## src/logic/pfta_pkg.sv

```systemverilog
// Constants and types shared by the processor FIFO test adapter
package pfta_pkg;
    localparam int CLK_PERIOD_NS = 20;
    localparam int LINK_HALF_NS = 80;
    localparam int LINK_HALF_CYC = (LINK_HALF_NS + CLK_PERIOD_NS - 1) / CLK_PERIOD_NS;
    localparam int CNT_W = 8;
    localparam logic [CNT_W-1:0] HALF_LOAD = CNT_W'(LINK_HALF_CYC - 1);
    localparam logic [CNT_W-1:0] CNT_ZERO = 8'h00;

    localparam int ADDR_W = 7;
    localparam int TB_W = 16;
    localparam int WORD_W = 32;
    localparam int CMD_W = 4;
    localparam int IRQ_W = 2;
    localparam int FIFO_DEPTH = 16;

    localparam logic [ADDR_W-1:0] ADDR_WORD_LO = 7'h00;
    localparam logic [ADDR_W-1:0] ADDR_WORD_HI = 7'h01;
    localparam logic [ADDR_W-1:0] ADDR_CMD = 7'h02;
    localparam logic [ADDR_W-1:0] ADDR_STATUS = 7'h03;

    // Word kind sits in bits 31:28, i.e. bits 15:12 of the upper half written
    localparam int KIND_MSB = 15;
    localparam int KIND_LSB = 12;
    localparam logic [3:0] KIND_START = 4'h1;
    localparam logic [3:0] KIND_RETRIG = 4'h2;
    localparam logic [3:0] KIND_INTERCEPT = 4'h3;
    localparam logic [3:0] KIND_END = 4'h4;

    localparam int IRQ_READY = 0;
    localparam int IRQ_ATTN = 1;
    localparam logic [TB_W-1:0] RDATA_ZERO = 16'h0000;

    typedef enum logic [1:0] {
        TX_IDLE,
        TX_SETUP,
        TX_HIGH,
        TX_HOLD
    } pfta_tx_t;
endpackage : pfta_pkg
```

## src/logic/pfta_adapter.sv

```systemverilog
// Test adapter moving pulse words to the processor over the differential link
`timescale 1ns/1ps
// Function
// - Start header goes from test bus through latches onto the differential link.
// - Bus-side steering enables are generated internally from select, address, read/write strobes and word kind bits; FIFO pop waits for processor ready.
// - Intercept words are held in a FIFO so retrigger words go first.
// - Held intercept word is sent from FIFO by the header path when processor ready.
// - Retrigger words use the same route and timing as the start header.
// - An end marker closes each look after all other words.
// - Bits 31:28 of each outgoing word steer how the word flows.
// - Low 16 bits from the internal bus load a command buffer; its low four bits drive the command lines.
// - Status low half returns through a latch toward the bus controller.
// - Status upper half is held and later given on the low 16 lines.
// - Seven address bits plus select are decoded into controls and bus acknowledge.
// - Four command lines, a command strobe and a clock drive the processor.
// - Processor interrupt lines are received; the attention line alone yields an interrupt to test bus.
module pfta_adapter #(
    parameter int FIFO_DEPTH = pfta_pkg::FIFO_DEPTH
) (
    input wire logic clk_in,
    input wire logic rst_in,
    input wire logic tb_sel_in,
    input wire logic [pfta_pkg::ADDR_W-1:0] tb_addr_in,
    input wire logic tb_wr_in,
    input wire logic tb_rd_in,
    input wire logic [pfta_pkg::TB_W-1:0] tb_wdata_in,
    output logic [pfta_pkg::TB_W-1:0] tb_rdata_out,
    output logic tb_ack_out,
    output logic proc_irq_out,
    input wire logic [pfta_pkg::IRQ_W-1:0] link_irq_in,
    input wire logic [pfta_pkg::WORD_W-1:0] link_data_in,
    output logic [pfta_pkg::WORD_W-1:0] link_data_out,
    output logic link_data_oe_n_out,
    output logic link_clk_out,
    output logic [pfta_pkg::CMD_W-1:0] link_cmd_out,
    output logic link_strobe_out
);
    import pfta_pkg::*;

    typedef struct packed {
        pfta_tx_t st;
        logic [CNT_W-1:0] cnt;
        logic [WORD_W-1:0] tx;
        logic oe_n;
        logic lclk;
        logic [CMD_W-1:0] cmd;
        logic [TB_W-1:0] ctl_buf;
        logic strobe;
        logic [CNT_W-1:0] strb_cnt;
        logic [TB_W-1:0] lo;
        logic [WORD_W-1:0] direct_word;
        logic direct_pend;
        logic [WORD_W-1:0] end_word;
        logic end_pend;
        logic [TB_W-1:0] rdata;
        logic ack;
        logic [TB_W-1:0] hi_buf;
        logic hi_held;
        logic [IRQ_W-1:0] irq_s1;
        logic [IRQ_W-1:0] irq_s2;
        logic [WORD_W-1:0] dat_s1;
        logic [WORD_W-1:0] dat_s2;
        logic irq_out;
    } pfta_state_t;

    pfta_state_t r;
    pfta_state_t n;
    logic req;
    logic [3:0] kind;
    logic fifo_push;
    logic fifo_pop;
    logic fifo_full;
    logic fifo_empty;
    logic [WORD_W-1:0] fifo_dout;

    pfta_fifo #(
        .WIDTH(WORD_W),
        .DEPTH(FIFO_DEPTH)
    ) u_hold (
        .clk_in(clk_in),
        .rst_in(rst_in),
        .push_in(fifo_push),
        .data_in({tb_wdata_in, r.lo}),
        .pop_in(fifo_pop),
        .data_out(fifo_dout),
        .full_out(fifo_full),
        .empty_out(fifo_empty)
    );

    // Strobes are levels held by the controller until it sees the ack
    assign req = tb_sel_in && (tb_wr_in || tb_rd_in) && !r.ack;
    assign kind = tb_wdata_in[KIND_MSB:KIND_LSB];

    always_comb begin
        n = r;
        n.ack = 1'b0;
        fifo_push = 1'b0;
        fifo_pop = 1'b0;
        // Link inputs come from another domain; two stages before use
        n.irq_s1 = link_irq_in;
        n.irq_s2 = r.irq_s1;
        n.dat_s1 = link_data_in;
        n.dat_s2 = r.dat_s1;
        n.irq_out = r.irq_s2[IRQ_ATTN];
        if (r.strobe) begin
            if (r.strb_cnt == CNT_ZERO) begin
                n.strobe = 1'b0;
            end else begin
                n.strb_cnt = r.strb_cnt - 1'b1;
            end
        end
        case (r.st)
            TX_IDLE: begin
                if (r.direct_pend) begin
                    n.tx = r.direct_word;
                    n.direct_pend = 1'b0;
                    n.st = TX_SETUP;
                end else if (!fifo_empty && r.irq_s2[IRQ_READY]) begin
                    n.tx = fifo_dout;
                    fifo_pop = 1'b1;
                    n.st = TX_SETUP;
                end else if (r.end_pend && fifo_empty) begin
                    n.tx = r.end_word;
                    n.end_pend = 1'b0;
                    n.st = TX_SETUP;
                end
                if (n.st == TX_SETUP) begin
                    n.oe_n = 1'b0;
                    n.cnt = HALF_LOAD;
                end
            end
            TX_SETUP: begin
                if (r.cnt == CNT_ZERO) begin
                    n.st = TX_HIGH;
                    n.lclk = 1'b1;
                    n.cnt = HALF_LOAD;
                end else begin
                    n.cnt = r.cnt - 1'b1;
                end
            end
            TX_HIGH: begin
                if (r.cnt == CNT_ZERO) begin
                    n.st = TX_HOLD;
                    n.lclk = 1'b0;
                    n.cnt = HALF_LOAD;
                end else begin
                    n.cnt = r.cnt - 1'b1;
                end
            end
            TX_HOLD: begin
                // Hold data past the falling edge so the processor sees no skew
                if (r.cnt == CNT_ZERO) begin
                    n.st = TX_IDLE;
                    n.oe_n = 1'b1;
                end else begin
                    n.cnt = r.cnt - 1'b1;
                end
            end
            default: begin
                n.st = TX_IDLE;
                n.oe_n = 1'b1;
                n.lclk = 1'b0;
            end
        endcase
        if (req && tb_wr_in) begin
            case (tb_addr_in)
                ADDR_WORD_LO: begin
                    n.lo = tb_wdata_in;
                    n.ack = 1'b1;
                end
                ADDR_WORD_HI: begin
                    // Ack is withheld while the target slot is busy: back-pressure
                    if (kind == KIND_INTERCEPT) begin
                        if (!fifo_full) begin
                            fifo_push = 1'b1;
                            n.ack = 1'b1;
                        end
                    end else if (kind == KIND_END) begin
                        if (!r.end_pend) begin
                            n.end_word = {tb_wdata_in, r.lo};
                            n.end_pend = 1'b1;
                            n.ack = 1'b1;
                        end
                    end else if (!r.direct_pend && !r.end_pend) begin
                        n.direct_word = {tb_wdata_in, r.lo};
                        n.direct_pend = 1'b1;
                        n.ack = 1'b1;
                    end
                end
                ADDR_CMD: begin
                    if (!r.strobe) begin
                        n.ctl_buf = tb_wdata_in;
                        n.cmd = tb_wdata_in[CMD_W-1:0];
                        n.strobe = 1'b1;
                        n.strb_cnt = HALF_LOAD;
                        n.ack = 1'b1;
                    end
                end
                default: begin
                    n.ack = 1'b1;
                end
            endcase
        end else if (req && tb_rd_in) begin
            n.ack = 1'b1;
            if (tb_addr_in == ADDR_STATUS) begin
                if (r.hi_held) begin
                    n.rdata = r.hi_buf;
                    n.hi_held = 1'b0;
                end else begin
                    n.rdata = r.dat_s2[TB_W-1:0];
                    n.hi_buf = r.dat_s2[WORD_W-1:TB_W];
                    n.hi_held = 1'b1;
                end
            end else begin
                n.rdata = RDATA_ZERO;
            end
        end
        if (rst_in) begin
            n = '0;
            n.oe_n = 1'b1;
        end
    end

    always_ff @(posedge clk_in) begin
        r <= n;
    end

    assign tb_rdata_out = r.rdata;
    assign tb_ack_out = r.ack;
    assign proc_irq_out = r.irq_out;
    assign link_data_out = r.tx;
    assign link_data_oe_n_out = r.oe_n;
    assign link_clk_out = r.lclk;
    assign link_cmd_out = r.cmd;
    assign link_strobe_out = r.strobe;
endmodule : pfta_adapter

```

## src/logic/pfta_fifo.sv

```systemverilog
// Holding FIFO for intercept words, first word falls through
`timescale 1ns/1ps
module pfta_fifo #(
    parameter int WIDTH = 32,
    parameter int DEPTH = 16
) (
    input wire logic clk_in,
    input wire logic rst_in,
    input wire logic push_in,
    input wire logic [WIDTH-1:0] data_in,
    input wire logic pop_in,
    output logic [WIDTH-1:0] data_out,
    output logic full_out,
    output logic empty_out
);
    // Depth must be a power of two; pointers carry one wrap bit
    localparam int AW = $clog2(DEPTH);

    typedef struct packed {
        logic [AW:0] wr;
        logic [AW:0] rd;
    } pfta_fifo_ptr_t;

    pfta_fifo_ptr_t r;
    pfta_fifo_ptr_t n;
    logic [WIDTH-1:0] mem [DEPTH];

    assign full_out = (r.wr[AW] != r.rd[AW]) && (r.wr[AW-1:0] == r.rd[AW-1:0]);
    assign empty_out = (r.wr == r.rd);
    assign data_out = mem[r.rd[AW-1:0]];

    always_comb begin
        n = r;
        if (push_in && !full_out) begin
            n.wr = r.wr + 1'b1;
        end
        if (pop_in && !empty_out) begin
            n.rd = r.rd + 1'b1;
        end
        if (rst_in) begin
            n = '0;
        end
    end

    always_ff @(posedge clk_in) begin
        r <= n;
        if (push_in && !full_out && !rst_in) begin
            mem[r.wr[AW-1:0]] <= data_in;
        end
    end
endmodule : pfta_fifo

```

## config.mk

```make
export PLATFORM = sky130hd
export DESIGN_NAME = pfta_adapter
export DESIGN_NICKNAME = d
export VERILOG_FILES = /design/src/logic/pfta_pkg.sv /design/src/logic/pfta_adapter.sv /design/src/logic/pfta_fifo.sv
export SDC_FILE = /design/constraint.sdc
export NUM_CORES = 1
export LEC_CHECK = 0
export BUFFER_PORTS_ARGS = -buffer_cell sky130_fd_sc_hd__clkbuf_2
export CAP_MARGIN = 20
export CORE_MARGIN = 5
export CORE_UTILIZATION = 51
export CTS_CLUSTER_DIAMETER = 30
export DETAILED_ROUTE_END_ITERATION = 12
export HOLD_SLACK_MARGIN = 0.03
export PLACE_DENSITY = 0.66
export SLEW_MARGIN = 20
export SYNTH_ARGS = -nofsm -noshare
export SYNTH_HDL_FRONTEND = slang
export SYNTH_SLANG_ARGS = --single-unit
```

## constraint.sdc

```tcl
create_clock -name clk_in -period 4.2 [get_ports clk_in]
set_input_delay 0.42 -clock clk_in [delete_from_list [all_inputs] [get_ports clk_in]]
set_output_delay 0.42 -clock clk_in [all_outputs]
set_load 0.1 [all_outputs]
```

# ---- After elaboration in Yosys (flattened, before gate mapping)
# Memories as Yosys holds them, arrays and structs flattened. A register that Yosys moved wholly into a read port is not among the register bits.
# Cells that the tools add are included.
dict set report classes {
  n_shift 0
  magnitude_cmp 0
  n_eq_ne 17
  div 0
  reduce_logical 37
  multipliers 0
  add_sub_neg 4
  mux 61
  bitwise 6
}
# cell n
set ops {}
lappend ops {{two-way mux 33 bit} 4}
lappend ops {{two-way mux 66 bit} 2}
lappend ops {{two-way mux 32 bit} 3}
lappend ops {{two-way mux 91 bit} 1}
lappend ops {{two-way mux 16 bit} 4}
lappend ops {{one-hot mux 10 bit (4 select lines)} 1}
lappend ops {{two-way mux 8 bit} 4}
lappend ops {{two-way mux 9 bit} 3}
lappend ops {{two-way mux 1 bit} 25}
lappend ops {{two-way mux 18 bit} 1}
lappend ops {{two-way mux 17 bit} 1}
lappend ops {{zero test 8 bit} 2}
lappend ops {{subtractor 8 x 1 -> 8 bit (second input constant)} 2}
lappend ops {{AND reduction 3 bit} 5}
lappend ops {{equality test 7 x 2 -> 1 bit (second input constant)} 2}
lappend ops {{two-way mux 2 bit} 7}
lappend ops {{logical AND 1 bit} 11}
lappend ops {{adder 5 x 1 -> 5 bit (second input constant)} 2}
lappend ops {{inequality test 2 bit (second input constant)} 5}
lappend ops {{AND reduction 5 bit} 2}
lappend ops {{two-way mux 4 bit} 2}
lappend ops {{AND reduction 2 bit} 4}
lappend ops {{equality test 7 x 1 -> 1 bit (second input constant)} 1}
lappend ops {{zero test 7 bit} 1}
lappend ops {{15 further kinds} 30}
dict set report word_totals {
  wordCells 150
  rom_bits 0
  output_inout_bits 57
  mem_count 1
  ff_bits 252
  latch_bits 0
  ramBits 512
  in_bits 62
}
# name words word_bits read_ports rd_clocked_by_memory_dff write_ports line_no
set mem_list {}
lappend mem_list {u_hold.mem 16 32 1 1 1 pfta_fifo.sv:26} ;# logic [WIDTH-1:0] mem [DEPTH];

# ---- Depth between registers and ports, before layout
# Gate-level depths: netlist (run 1).
dict set report depth {
  word_depth 11
  ltp_mapped 9
  mapped_depth_nobuf 8
}

# ---- Cells and area by module
# From an unflattened synthesis (run 1), not the netlist that was laid out.
dict set report unflattened {
  hier_cells 1845
  area_unflattened_um2 30449.2
}
# mod instances seq_area_each_um2 area_each_um2 cells_each
set by_module_without_submodules {}
lappend by_module_without_submodules {pfta_fifo 1 15655.0 20294.5 814}
lappend by_module_without_submodules {pfta_adapter 1 4844.6 10154.7 1031}

# ---- Worst setup path after synthesis (run 1)
# No wires, ideal clock.
dict set report synth_path {
  kind {register to register}
  start {reg r (netlist bit tb_ack_out)}
  end {mem u_hold.mem[0][0] (enable)}
  slack_ps 140
  synth_period_minus_slack_ps 4060
  required_time_ps 3779
  path_buffers 0
  path_stages_with_launch 6
  arrival_ps 3639
  setup_time_ps 421
  path_cell_list {dfxtp_1 > and4bb_1 > nand4b_1 > a211oi_2 > or3b_1 > nor2_1}
}
dict set report synth_between {
  elab_chain_len 8
}
# item line_no
set synth_lines {}
lappend synth_lines {{start, declared} pfta_adapter.sv:66} ;# pfta_state_t r;
lappend synth_lines {{start signal, assigned} pfta_adapter.sv:225} ;# r <= n;
lappend synth_lines {{zero test 1 bit} pfta_adapter.sv:91} ;# assign req = tb_sel_in && (tb_wr_in || tb_rd_in) && !r.ack;
lappend synth_lines {{logical AND 1 bit} pfta_adapter.sv:91}
lappend synth_lines {{logical AND 1 bit} pfta_adapter.sv:165} ;# if (req && tb_wr_in) begin
lappend synth_lines {{two-way mux 1 bit} pfta_adapter.sv:165}
lappend synth_lines {{logical AND 1 bit (2 in a row)} pfta_fifo.sv:47} ;# if (push_in && !full_out && !rst_in) begin
lappend synth_lines {{two-way mux 1 bit} pfta_fifo.sv:47}
lappend synth_lines {{two-way mux 1 bit (not written as such)} pfta_fifo.sv:48} ;# mem[r.wr[AW-1:0]] <= data_in;
lappend synth_lines {{end, declared} pfta_fifo.sv:26}
# No other way between the ends.

# ---- Worst setup path in the final report (run 1)
dict set report layout_path {
  start {reg r (netlist bit tb_ack_out)}
  end {mem u_hold.mem[3][14] (enable)}
}
# The elaborated chain is that of the path after synthesis.

==> metrics, run 1 <==
Final Power slightly above 20 mW; Site Rows 88; Reg2Reg Depth 7; first-pass GRT wire length around 110,000 um; pwr dens 560 nW/um^2; total clock sinks 768; # setup viols final 0; DRC 0; CP Capture Type flip-flop; Clock Skew 0.0261 ns; Mapped Avg Cell Area ~16 sq um; Die Span Y 250 um; DIE AREA 62,700 sq um; distinct cell type count after synthesis 52; kind of critical path flip-flop to flip-flop; Mapped Nets between 1.5k and 2k; worst hold path depth 4; hold path endpoint tb_ack_out; critical path peak fanout 17; I/O Pins between 100 and 150; worst skew pair latency approximately 0.70 ns; vias in the first global route roughly 17k; Final Hold Fails 0; core footprint 57,500 sq um; Synth Register Bits 768; total number of vias ~17k; Vias/cell about 5.7; status finished, final reports clean; Max Slew Vio Count 0; Peak VDD IR about 0.45 mV; critical path's slowest cell or3b_1; Post-synth ARST share 0; GRT overflow 0; CTS tree yes; period utilization 0.721; share of cells above drive strength 1 0.264; Initial Util 0.512; Worst path max stage delay 0.53 ns; Max-slew headroom 0.256; Clock Path Buffers 3; initial antenna violation count 0; worst-margin pin slew 1.12 ns; number of synthesized flops with an enable pin 512; Antenna Nets Post-Route 0; Post-Synthesis Cells 1,862; CTS root buf clkbuf_16; Worst-path clk slew 0.04 ns; top_reg_cell synth edfxtp_1; Reg-to-Reg Start tb_ack_out; RSZ-0062 raised after global routing false; Min Hold Slack 0.103 ns; Fmax 330 MHz; die width between 200 and 300 um; HP Start tb_addr_in[1]; number of port buffers about 120; Mapped Area 29,500 sq um; setup TNS 0 ns; sequential area share after synthesis 0.696; WL final 68,900 um; Starting DRT DRC Count 1,394; DR pass1 iterations 5; number of gates resized after CTS 0; FF-to-FF setup slack 1.17 ns; largest net degree at the start of global routing 124; number of buffers created by CTS about 140; Setup Fix Bufs, Post-CTS 0; Critical Path AT 3.41 ns; GRT Overall Usage 0.221; WL per Instance 23.5 um; hold_buf cts 34; Diodes inserted 0; H-tree levels 4; Worst Path Required 4.59 ns; area grow syn2layout 22.3%; post-layout min period 3.03 ns; Worst Hold Class input port to flip-flop; yosys warns 0; Total Nets Final 2,124; hpwl dp 40,600 um; crit path launch type flip-flop; worst path cell trace and4bb_1 > nand4b_1 > a211oi_2 > buf_4 > or3b_1 > nor2_4 > buf_12; r2r endpoint u_hold.mem[3][14]; max_cap viols 0; GP Congestion slightly below 0.8; P_leak about 13 nW
-- synth_stat cells, drive strengths merged (4+ instances only) --
master  count  area [sq um]
nand2b      5          31.3
a21oi      88           440
nor4        5          82.6
nor3b       7          52.6
dfxtp     256          5120
nand3b     36           270
inv        10          37.5
edfxtp    512         15400
mux2i      98           981
o31ai       4          48.8
a31oi       4          25.0
o41ai      32           280
a211oi     36           275
clkbuf     69           259
o21ai      11          55.1
nor2      171           642
xor2       16           140
nor2b     105           657
nor3        5          25.0
buf        97           613
a22oi      62           465
mux4      128          2880
nand4       8          50.1
nand2      44           165
nand3       9          45.0
ha         13           163
-- how the worst max path moves through the flow --
stage / startpoint / end / cells after the start
after detailed placement: tb_addr_in[2] / u_hold.mem[3][20] / 8
after global placement: tb_addr_in[2] / u_hold.mem[3][24] / 8
after CTS: tb_ack_out / u_hold.mem[3][14] / 7
final: tb_ack_out / u_hold.mem[3][14] / 7
after global routing: tb_ack_out / u_hold.mem[3][14] / 7
after floorplan: tb_ack_out / u_hold.mem[0][0] / 5
-- stage by stage --
step | area, sq um | utilization | cells | worst slack [ns]
2_1_floorplan | 29500 | - | 1862 | 0.140
3_3_place_gp | 30800 | 0.536 | 2639 | 0.897
3_5_place_dp | 30800 | 0.536 | 2639 | 0.797
4_1_cts | 36000 | 0.627 | 2931 | 1.12
5_1_grt | 36000 | 0.627 | 2931 | 1.04
6_report | 36000 | 0.627 | 2931 | 1.17
-- critical path, delay by kind of cell (launching register included) --
family,cells,cell delay (ns)
flops,1,0.32
compound gates,1,0.34
buf+inv,2,0.46
simple gates,4,1.61
-- flip-flops by register name, indices dropped and copies added, names as in the netlist, named ones only --
register / count
link_strobe_out: 1
proc_irq_out: 1
r: 185
link_data_oe_n_out: 1
u_hold.mem: 512
link_clk_out: 1
tb_ack_out: 1
u_hold.r: 10
link_cmd_out: 4
link_data_out: 32
tb_rdata_out: 16
-- metal layers --
layer	part of all wire	vias to the layer above	track usage	wire length, um
met3	0.064	129	0.0597	4390
met5	0	-	0	0
met1	0.42	8544	0.295	28800
li1	-	7504	-	-
met4	0.028	0	0.0731	1960
met2	0.49	568	0.358	33700
-- layout by cell type (no fill, tap or decap), types with 9 or more instances in the layout --
cell / count
nand3b_1: 36
a211oi_1: 35
a21oi_1: 88
dfxtp_1: 253
nand2_1: 44
clkbuf_2: 117
nor2_1: 154
clkinvlp_4: 14
ha_1: 13
mux2i_1: 98
clkinv_1: 11
xor2_1: 16
o21ai_0: 11
clkbuf_1: 19
mux4_2: 128
nor2_4: 16
nor2b_1: 103
clkinv_2: 20
bufinv_16: 19
nand3_1: 9
o41ai_1: 32
inv_1: 10
inv_6: 9
clkbuf_16: 148
buf_4: 55
dlygate4sd3_1: 34
a22oi_1: 62
edfxtp_1: 512
-- cell families after synthesis --
family	Yosys count	synth area share
buffers and inverters	176	0.0309
multiplexers	226	0.131
XOR/XNOR	19	0.00565
flip-flops	768	0.696
AO/OA/AOI/OAI	245	0.0565
AND/OR/NAND/NOR	415	0.0742
adder cells (fa/ha/maj)	13	0.00552
-- cell type report --
cell class                 count  area, sq um
fill                        4097        21500
clock inverter                83          998
clock buffer                 175         3880
tap                          765          957
sequential                   768        20500
timing repair buffer         212         1450
multi-input combinational    918         8170
inverter                      10         37.5
-- power by group --
group	internal, mW	leakage, nW	total (mW)	switching, mW
logic	0.196	3.12	0.615	0.420
registers	8.08	7.05	8.12	0.0342
clock network	7.72	2.36	11.4	3.71
total	16.0	12.5	20.2	4.16
Power figures use the tool's default switching activity.
==> inputs of run 2 (changes only) <==
Settings changed: PLACE_DENSITY 0.66 to 0.68.
Clock period 4.2 ns to 2.51 ns, I/O delays scaled along.
==> run 2 against run 1 <==
Effect of this change: non-clock buffer count increased by 56; final cell count rose by 1.7%; clock skew is 0.0021 ns lower; sequential share of layout area is 1.1 points lower; sequential cell count is the same; setup slack worse by 1.1 ns; first-iteration DRC count did not move; worst hold slack got worse by 0.0037 ns; maximum frequency rose by 25%; combinational power is 76% higher; critical path type unchanged; critical endpoint is now tb_ack_out; largest cell class unchanged.
==> metrics, run 2 (same netlist as run 1, synthesis figures left out) <==
kind of critical path flip-flop to flip-flop; Site Rows 88 (unchanged); first-pass GRT wire length 107,000 um (+1.5%); status finished, final reports clean; initial antenna violation count 2 (+2); GP Congestion 0.790 (+0.59%); Peak VDD IR 0.854 mV (+89%); H-tree levels 4 (unchanged); Worst-path clk slew 0.04 ns (about the same); total clock sinks 768 (unchanged); Sw Pwr 6.96 mW (+67%); number of port buffers 118 (unchanged); critical path peak fanout 4 (-13); Initial Util 0.512 (unchanged); Die Span Y 250 um (unchanged); WL per Instance 23.5 um (about the same); Critical path buffers and inverters 2 (unchanged); DP Worst Slack 0.0331 ns (-0.764 ns); Crit path top cell by count a21oi_1; crit path launch type flip-flop; share of cells above drive strength 1 0.277 (+0.0133); Starting DRT DRC Count 1,394 (unchanged); Pint 25.9 mW (+62%); worst-margin pin slew 1.08 ns (-0.0364 ns); vias in the first global route 17.6k (+0.88%); worst skew pair latency 0.70 ns (about the same); Worst Path Required 3.06 ns (-1.53 ns); pwr dens 895 nW/um^2 (+60%); Final Hold Fails 0 (unchanged); FF-to-FF setup slack 0.1 ns (-1.08 ns); post-layout min period 2.41 ns (-0.614 ns); Clk pwr share 0.554 (-0.013); Vias/cell 5.72 (about the same); CP Capture Type flip-flop; Worst Hold Class input port to flip-flop; WL final 70,100 um (+1.8%); Total Nets Final 2,176 (+2.4%); GRT overflow 0 (unchanged); die width 250 um (unchanged); Max Slew Vio Count 0 (unchanged); Setup WS post-layout 0.0971 ns (-1.08 ns); Clock Skew 0.0241 ns (-0.00206 ns); hpwl dp 41,200 um (+1.6%); area grow syn2layout 24.7%; Reg power frac 0.413 (+0.010); fin cells 2,980 (+1.7%); CTS tree yes; GRT Overall Usage 0.225 (+0.00386); Clock Path Buffers 3 (unchanged); period utilization 0.961 (+0.241); DRC 0 (unchanged); dpl cells 2,680 (+1.6%); Fmax 414 MHz (+25%); DIE AREA 62,700 sq um (unchanged); commonest non-fill, non-tap cell in the layout edfxtp_1; RSZ-0062 raised after global routing false; CTS root buf clkbuf_16; critical path's slowest cell dlygate4sd3_1; I/O Pins 119 (unchanged); combinational power share 0.033 (+0.002); DR pass1 iterations 5 (unchanged); total number of vias 17.0k (+1.7%); largest net degree at the start of global routing 155 (+25%); Worst path max stage delay 0.61 ns (+0.08 ns); Worst path top cell family by delay buffers and inverters; # setup viols final 0 (unchanged); core footprint 57,500 sq um (unchanged); max FFs per register 512 (unchanged); worst path cell trace xor2_1 > nor4_4 > buf_4 > a21oi_1 > o41ai_1 > dlygate4sd3_1 > a21oi_1; commonest non-fill, non-tap cells in the layout 512 x edfxtp_1, 252 x dfxtp_1, 154 x nor2_1, 142 x clkbuf_16, 128 x mux4_2; Antenna Nets Post-Route 0 (unchanged); Max-slew headroom 0.279 (+0.0233); number of buffers created by CTS 135 (-2.9%); max_cap viols 0 (unchanged); Critical Path AT 2.96 ns (-0.45 ns); switching portion of total power 0.212 (+0.00535); P_leak 12.9 nW (+2.8%)
[run 2: cell types whose count changed in the layout (fill, tap and decap cells not counted), moves of 2 or more]
cell	before	now
buf_4	55	57
dlygate4sd3_1	34	48
clkinv_1	11	9
bufinv_16	19	15
clkinvlp_4	14	16
clkinv_2	20	22
clkbuf_16	148	142
inv_6	9	13
clkinv_4	8	10
clkbuf_8	8	3
clkbuf_1	19	16
buf_12	5	45
[run 2: what timing repair did]
action	4_1_cts	5_1_grt
hold buffers	48	0
buffers inserted	0	1
endpoints found under the setup margin	0	14
resized for setup	0	2
hold endpoints to repair	123	0
[run 2: worst paths after layout]
path / startpoint / to / cells after the start
min: tb_rd_in / tb_ack_out / 4
max reg2reg: u_hold.r[0] / tb_ack_out / 7
max: u_hold.r[0] / tb_ack_out / 7
min reg2reg: r[55] / r[23] / 1
[run 2: power by group through the flow]
| stage | Clock [mW] | Combinational, mW | Sequential [mW] |
|---|---|---|---|
| final | 18.2 | 1.08 | 13.6 |
| after global routing | 19.1 | 1.18 | 13.6 |
| after CTS | 18.5 | 1.07 | 13.6 |
| after detailed placement | 0 | 0.996 | 13.8 |
| after global placement | 0 | 0.967 | 13.8 |
| after floorplan | 0 | 0.579 | 13.9 |
[run 2: cell type report]
| type | count | area, sq um |
|---|---|---|
| Clock buffer | 161 | 3650 |
| Timing Repair Buffer | 268 | 2410 |
| Fill cell | 3995 | 20700 |
| Sequential cell | 768 | 20500 |
| Inverter | 10 | 37.5 |
| Clock inverter | 89 | 975 |
| Tap cell | 765 | 957 |
| Antenna cell | 1 | 2.50 |
| Multi-Input combinational cell | 918 | 8190 |
[run 2: through the flow]
step | cell area [sq um] | util | setup TNS, ns | hold slack, ns | power, mW
5_1_grt | 36700 | 0.639 | 0 | 0.0975 | 33.9
3_3_place_gp | 31600 | 0.550 | 0 | 0.420 | 14.8
6_report | 36700 | 0.639 | 0 | 0.0995 | 32.9
2_1_floorplan | 29600 | - | -134.58 | 0.350 | 14.5
4_1_cts | 36700 | 0.639 | 0 | 0.0545 | 33.1
3_5_place_dp | 31600 | 0.550 | 0 | 0.420 | 14.8
[run 2: worst register-to-register path: cells and delay by family (launching register included)]
family,cells,cell delay (ns)
AO/OA/AOI/OAI,3,0.56
buffers and inverters,2,0.81
XOR/XNOR,1,0.13
AND/OR/NAND/NOR,1,0.38
flip-flops,1,0.40
[run 2: metal layers]
metal,global-route usage,vias to the layer above,share of wire
met4,0.0780,0,0.024
met2,0.371,681,0.50
met1,0.298,8638,0.40
met3,0.0521,106,0.075
met5,0,-,0
li1,-,7613,-
==> inputs of run 3 (changes only) <==
Settings changed: ABC_AREA from default to 1, MAX_ROUTING_LAYER from default to met4.
==> run 3 against run 2 <==
Effect of this change: setup slack better by 0.18 ns; non-clock buffer count is 14 lower; total power is 4.2% higher; maximum frequency is 8.0% higher; largest power group unchanged.
==> metrics, run 3 <==
crit path launch type flip-flop; area grow syn2layout 22.7%; most frequent cell after synthesis edfxtp_1; WL final 80,900 um (+15%); max FFs per register 512 (unchanged); # setup viols final 0 (unchanged); worst-margin pin slew 0.947 ns (-0.132 ns); Diodes inserted 0 (-1); Mapped Avg Cell Area 10.3 sq um (-35%); sequential area share after synthesis 0.658 (-0.0379); total clock sinks 768 (unchanged); placed cell areas 32,900 sq um (+4.1%); largest net degree at the start of global routing 111 (-28%); number of port buffers 118 (unchanged); post-layout min period 2.23 ns (-0.179 ns); core footprint 60,500 sq um (+5.2%); Site Rows 90 (+2.3%); number of buffers created by CTS 142 (+5.2%); GP Congestion 0.882 (+12%); GRT overflow 0 (unchanged); GRT Overall Usage 0.250 (+0.0248); worst skew pair latency 0.72 ns (+0.02 ns); worst path cell trace inv_1 > nand2_1 > nand2_1 > nor2_1 > nand3_1 > nand2_2 > nand2_1 > inv_1 > buf_12 > nand2_1 > nand3_1 > nor2_1 > buf_4 > nor2_1; Starting DRT DRC Count 2,129 (+53%); first-pass GRT wire length 126,000 um (+17%); Max Slew Vio Count 0 (unchanged); max_cap viols 0 (unchanged); CTS root buf clkbuf_16; top_reg_cell synth edfxtp_1; Worst-path clk slew 0.05 ns (about the same); DIE AREA 66,100 sq um (+5.5%); Synth Register Bits 768 (unchanged); critical path's slowest cell dfxtp_1; Peak VDD IR 0.674 mV (-21%); Mapped Area 31,100 sq um (+5.8%); CP Capture Type flip-flop; DR pass1 iterations 6 (+1); Critical path buffers and inverters 4 (+2); Worst path max stage delay 0.43 ns (-0.18 ns); Clock Path Buffers 3 (unchanged); Worst path top cell family by delay simple AND/OR/NAND/NOR gates; P_leak 14.4 nW (+12%); Area contributors post-synth edfxtp_1 49%, dfxtp_1 16%, inv_1 5.6%; fin area 38,200 sq um (+4.1%); yosys warns 0 (unchanged); Antenna Nets Post-Route 0 (unchanged); leading area contributor after synthesis edfxtp_1; distinct cell type count after synthesis 39 (-25%); period utilization 0.890 (-0.0713); Setup Fix Bufs, Post-CTS 0 (unchanged); commonest non-fill, non-tap cells in the layout 512 x edfxtp_1, 466 x inv_1, 305 x nand2_1, 277 x a21oi_1, 277 x o21ai_0; H-tree levels 4 (unchanged); total number of vias 22.4k (+31%); vias in the first global route 22.2k (+26%); Synth top cells by count 512 x edfxtp_1, 467 x inv_1, 305 x nand2_1; Post-synth ARST share 0 (unchanged); die width 257 um (+2.7%); Clock Skew 0.0239 ns (-0.000133 ns); Total Nets Final 3,258 (+50%); kind of critical path flip-flop to flip-flop; number of synthesized flops with an enable pin 512 (unchanged); Vias/cell 5.48 (-4.1%); Initial Util 0.515 (+0.00265); critical path peak fanout 21 (+17); WL per Instance 19.8 um (-16%); Crit path top cell by count nand2_1; Die Span Y 257 um (+2.7%); Final Hold Fails 0 (unchanged); Worst Hold Class input port to flip-flop; I/O Pins 119 (unchanged); Post-Synthesis Cells 3,013 (+62%); CTS tree yes; Mapped Nets 3,088 (+59%); share of cells above drive strength 1 0.153 (-0.124); Fmax 448 MHz (+8.0%); Worst Path Required 3.17 ns (+0.11 ns); commonest non-fill, non-tap cell in the layout edfxtp_1; pwr dens 895 nW/um^2 (about the same); Synth top area share 0.494 (-0.0284); initial antenna violation count 0 (-2); Final Power 34.2 mW (+4.2%); status finished, final reports clean; hpwl dp 48,700 um (+18%); Critical Path AT 2.89 ns (-0.07 ns); DRC 0 (unchanged); Max-slew headroom 0.368 (+0.0882); RSZ-0062 raised after global routing false
[run 3: final timing paths]
kind	cells after the start	slack, ns	endpoint	from
max	14	0.28	link_data_out[14]	u_hold.r[6]
min	4	0.06	r[69]	tb_addr_in[0]
max reg2reg	14	0.28	link_data_out[14]	u_hold.r[6]
min reg2reg	2	0.40	r[1]	r[33]
[run 3: layout make-up]
class / count / area, sq um
Multi-Input combinational cell: 1544 / 7850
Clock inverter: 107 / 1280
Fill cell: 4545 / 22200
Inverter: 473 / 1780
Sequential cell: 768 / 20500
Clock buffer: 153 / 3660
Tap cell: 782 / 978
Timing Repair Buffer: 254 / 2170
[run 3: per-layer routing]
metal,up-vias,global-route usage,part of all wire
met4,0,0.0977,0.034
met5,-,-,0
met3,178,0.0535,0.076
li1,10600,-,-
met2,893,0.392,0.47
met1,10700,0.322,0.42
[run 3: report_power, final]
part	leakage (nW)	total (mW)	switching, mW	internal, mW
Clock	2.40	19.4	6.68	12.7
Combinational	5.25	1.29	0.921	0.374
Sequential	6.75	13.6	0.0544	13.5
[run 3: what timing repair did]
action / in CTS / in global routing
hold buffers: 39 / 0
endpoints found under the hold margin: 71 / 0
resized for setup: 0 / 0
[run 3: logic make-up after synthesis]
family                   count (synthesis)  synth area share
AO/OA/AOI/OAI                          714             0.128
XOR/XNOR                                 5           0.00141
adder cells (fa/ha/maj)                 13           0.00522
buffers and inverters                  701            0.0940
flip-flops                             768             0.658
AND/OR/NAND/NOR                        812             0.113
[run 3: worst min-delay path: stages]
cell and delay [ns]:
clkbuf_2 0.11, nand3_1 0.16, o21ai_0 0.10, a21oi_1 0.11
[run 3: metrics by stage]
step / instances / TNS (ns) / hold WS, ns / util / setup slack, ns
global route: 4081 / 0 / 0.0548 / 0.632 / 0.130
CTS: 4081 / 0 / 0.0394 / 0.632 / 0.312
global placement: 3782 / 0 / 0.391 / 0.544 / 0.150
detailed placement: 3782 / 0 / 0.395 / 0.544 / 0.0910
finish: 4081 / 0 / 0.0624 / 0.632 / 0.276
floorplan: 3013 / -4.12 / 0.350 / - / -0.0322
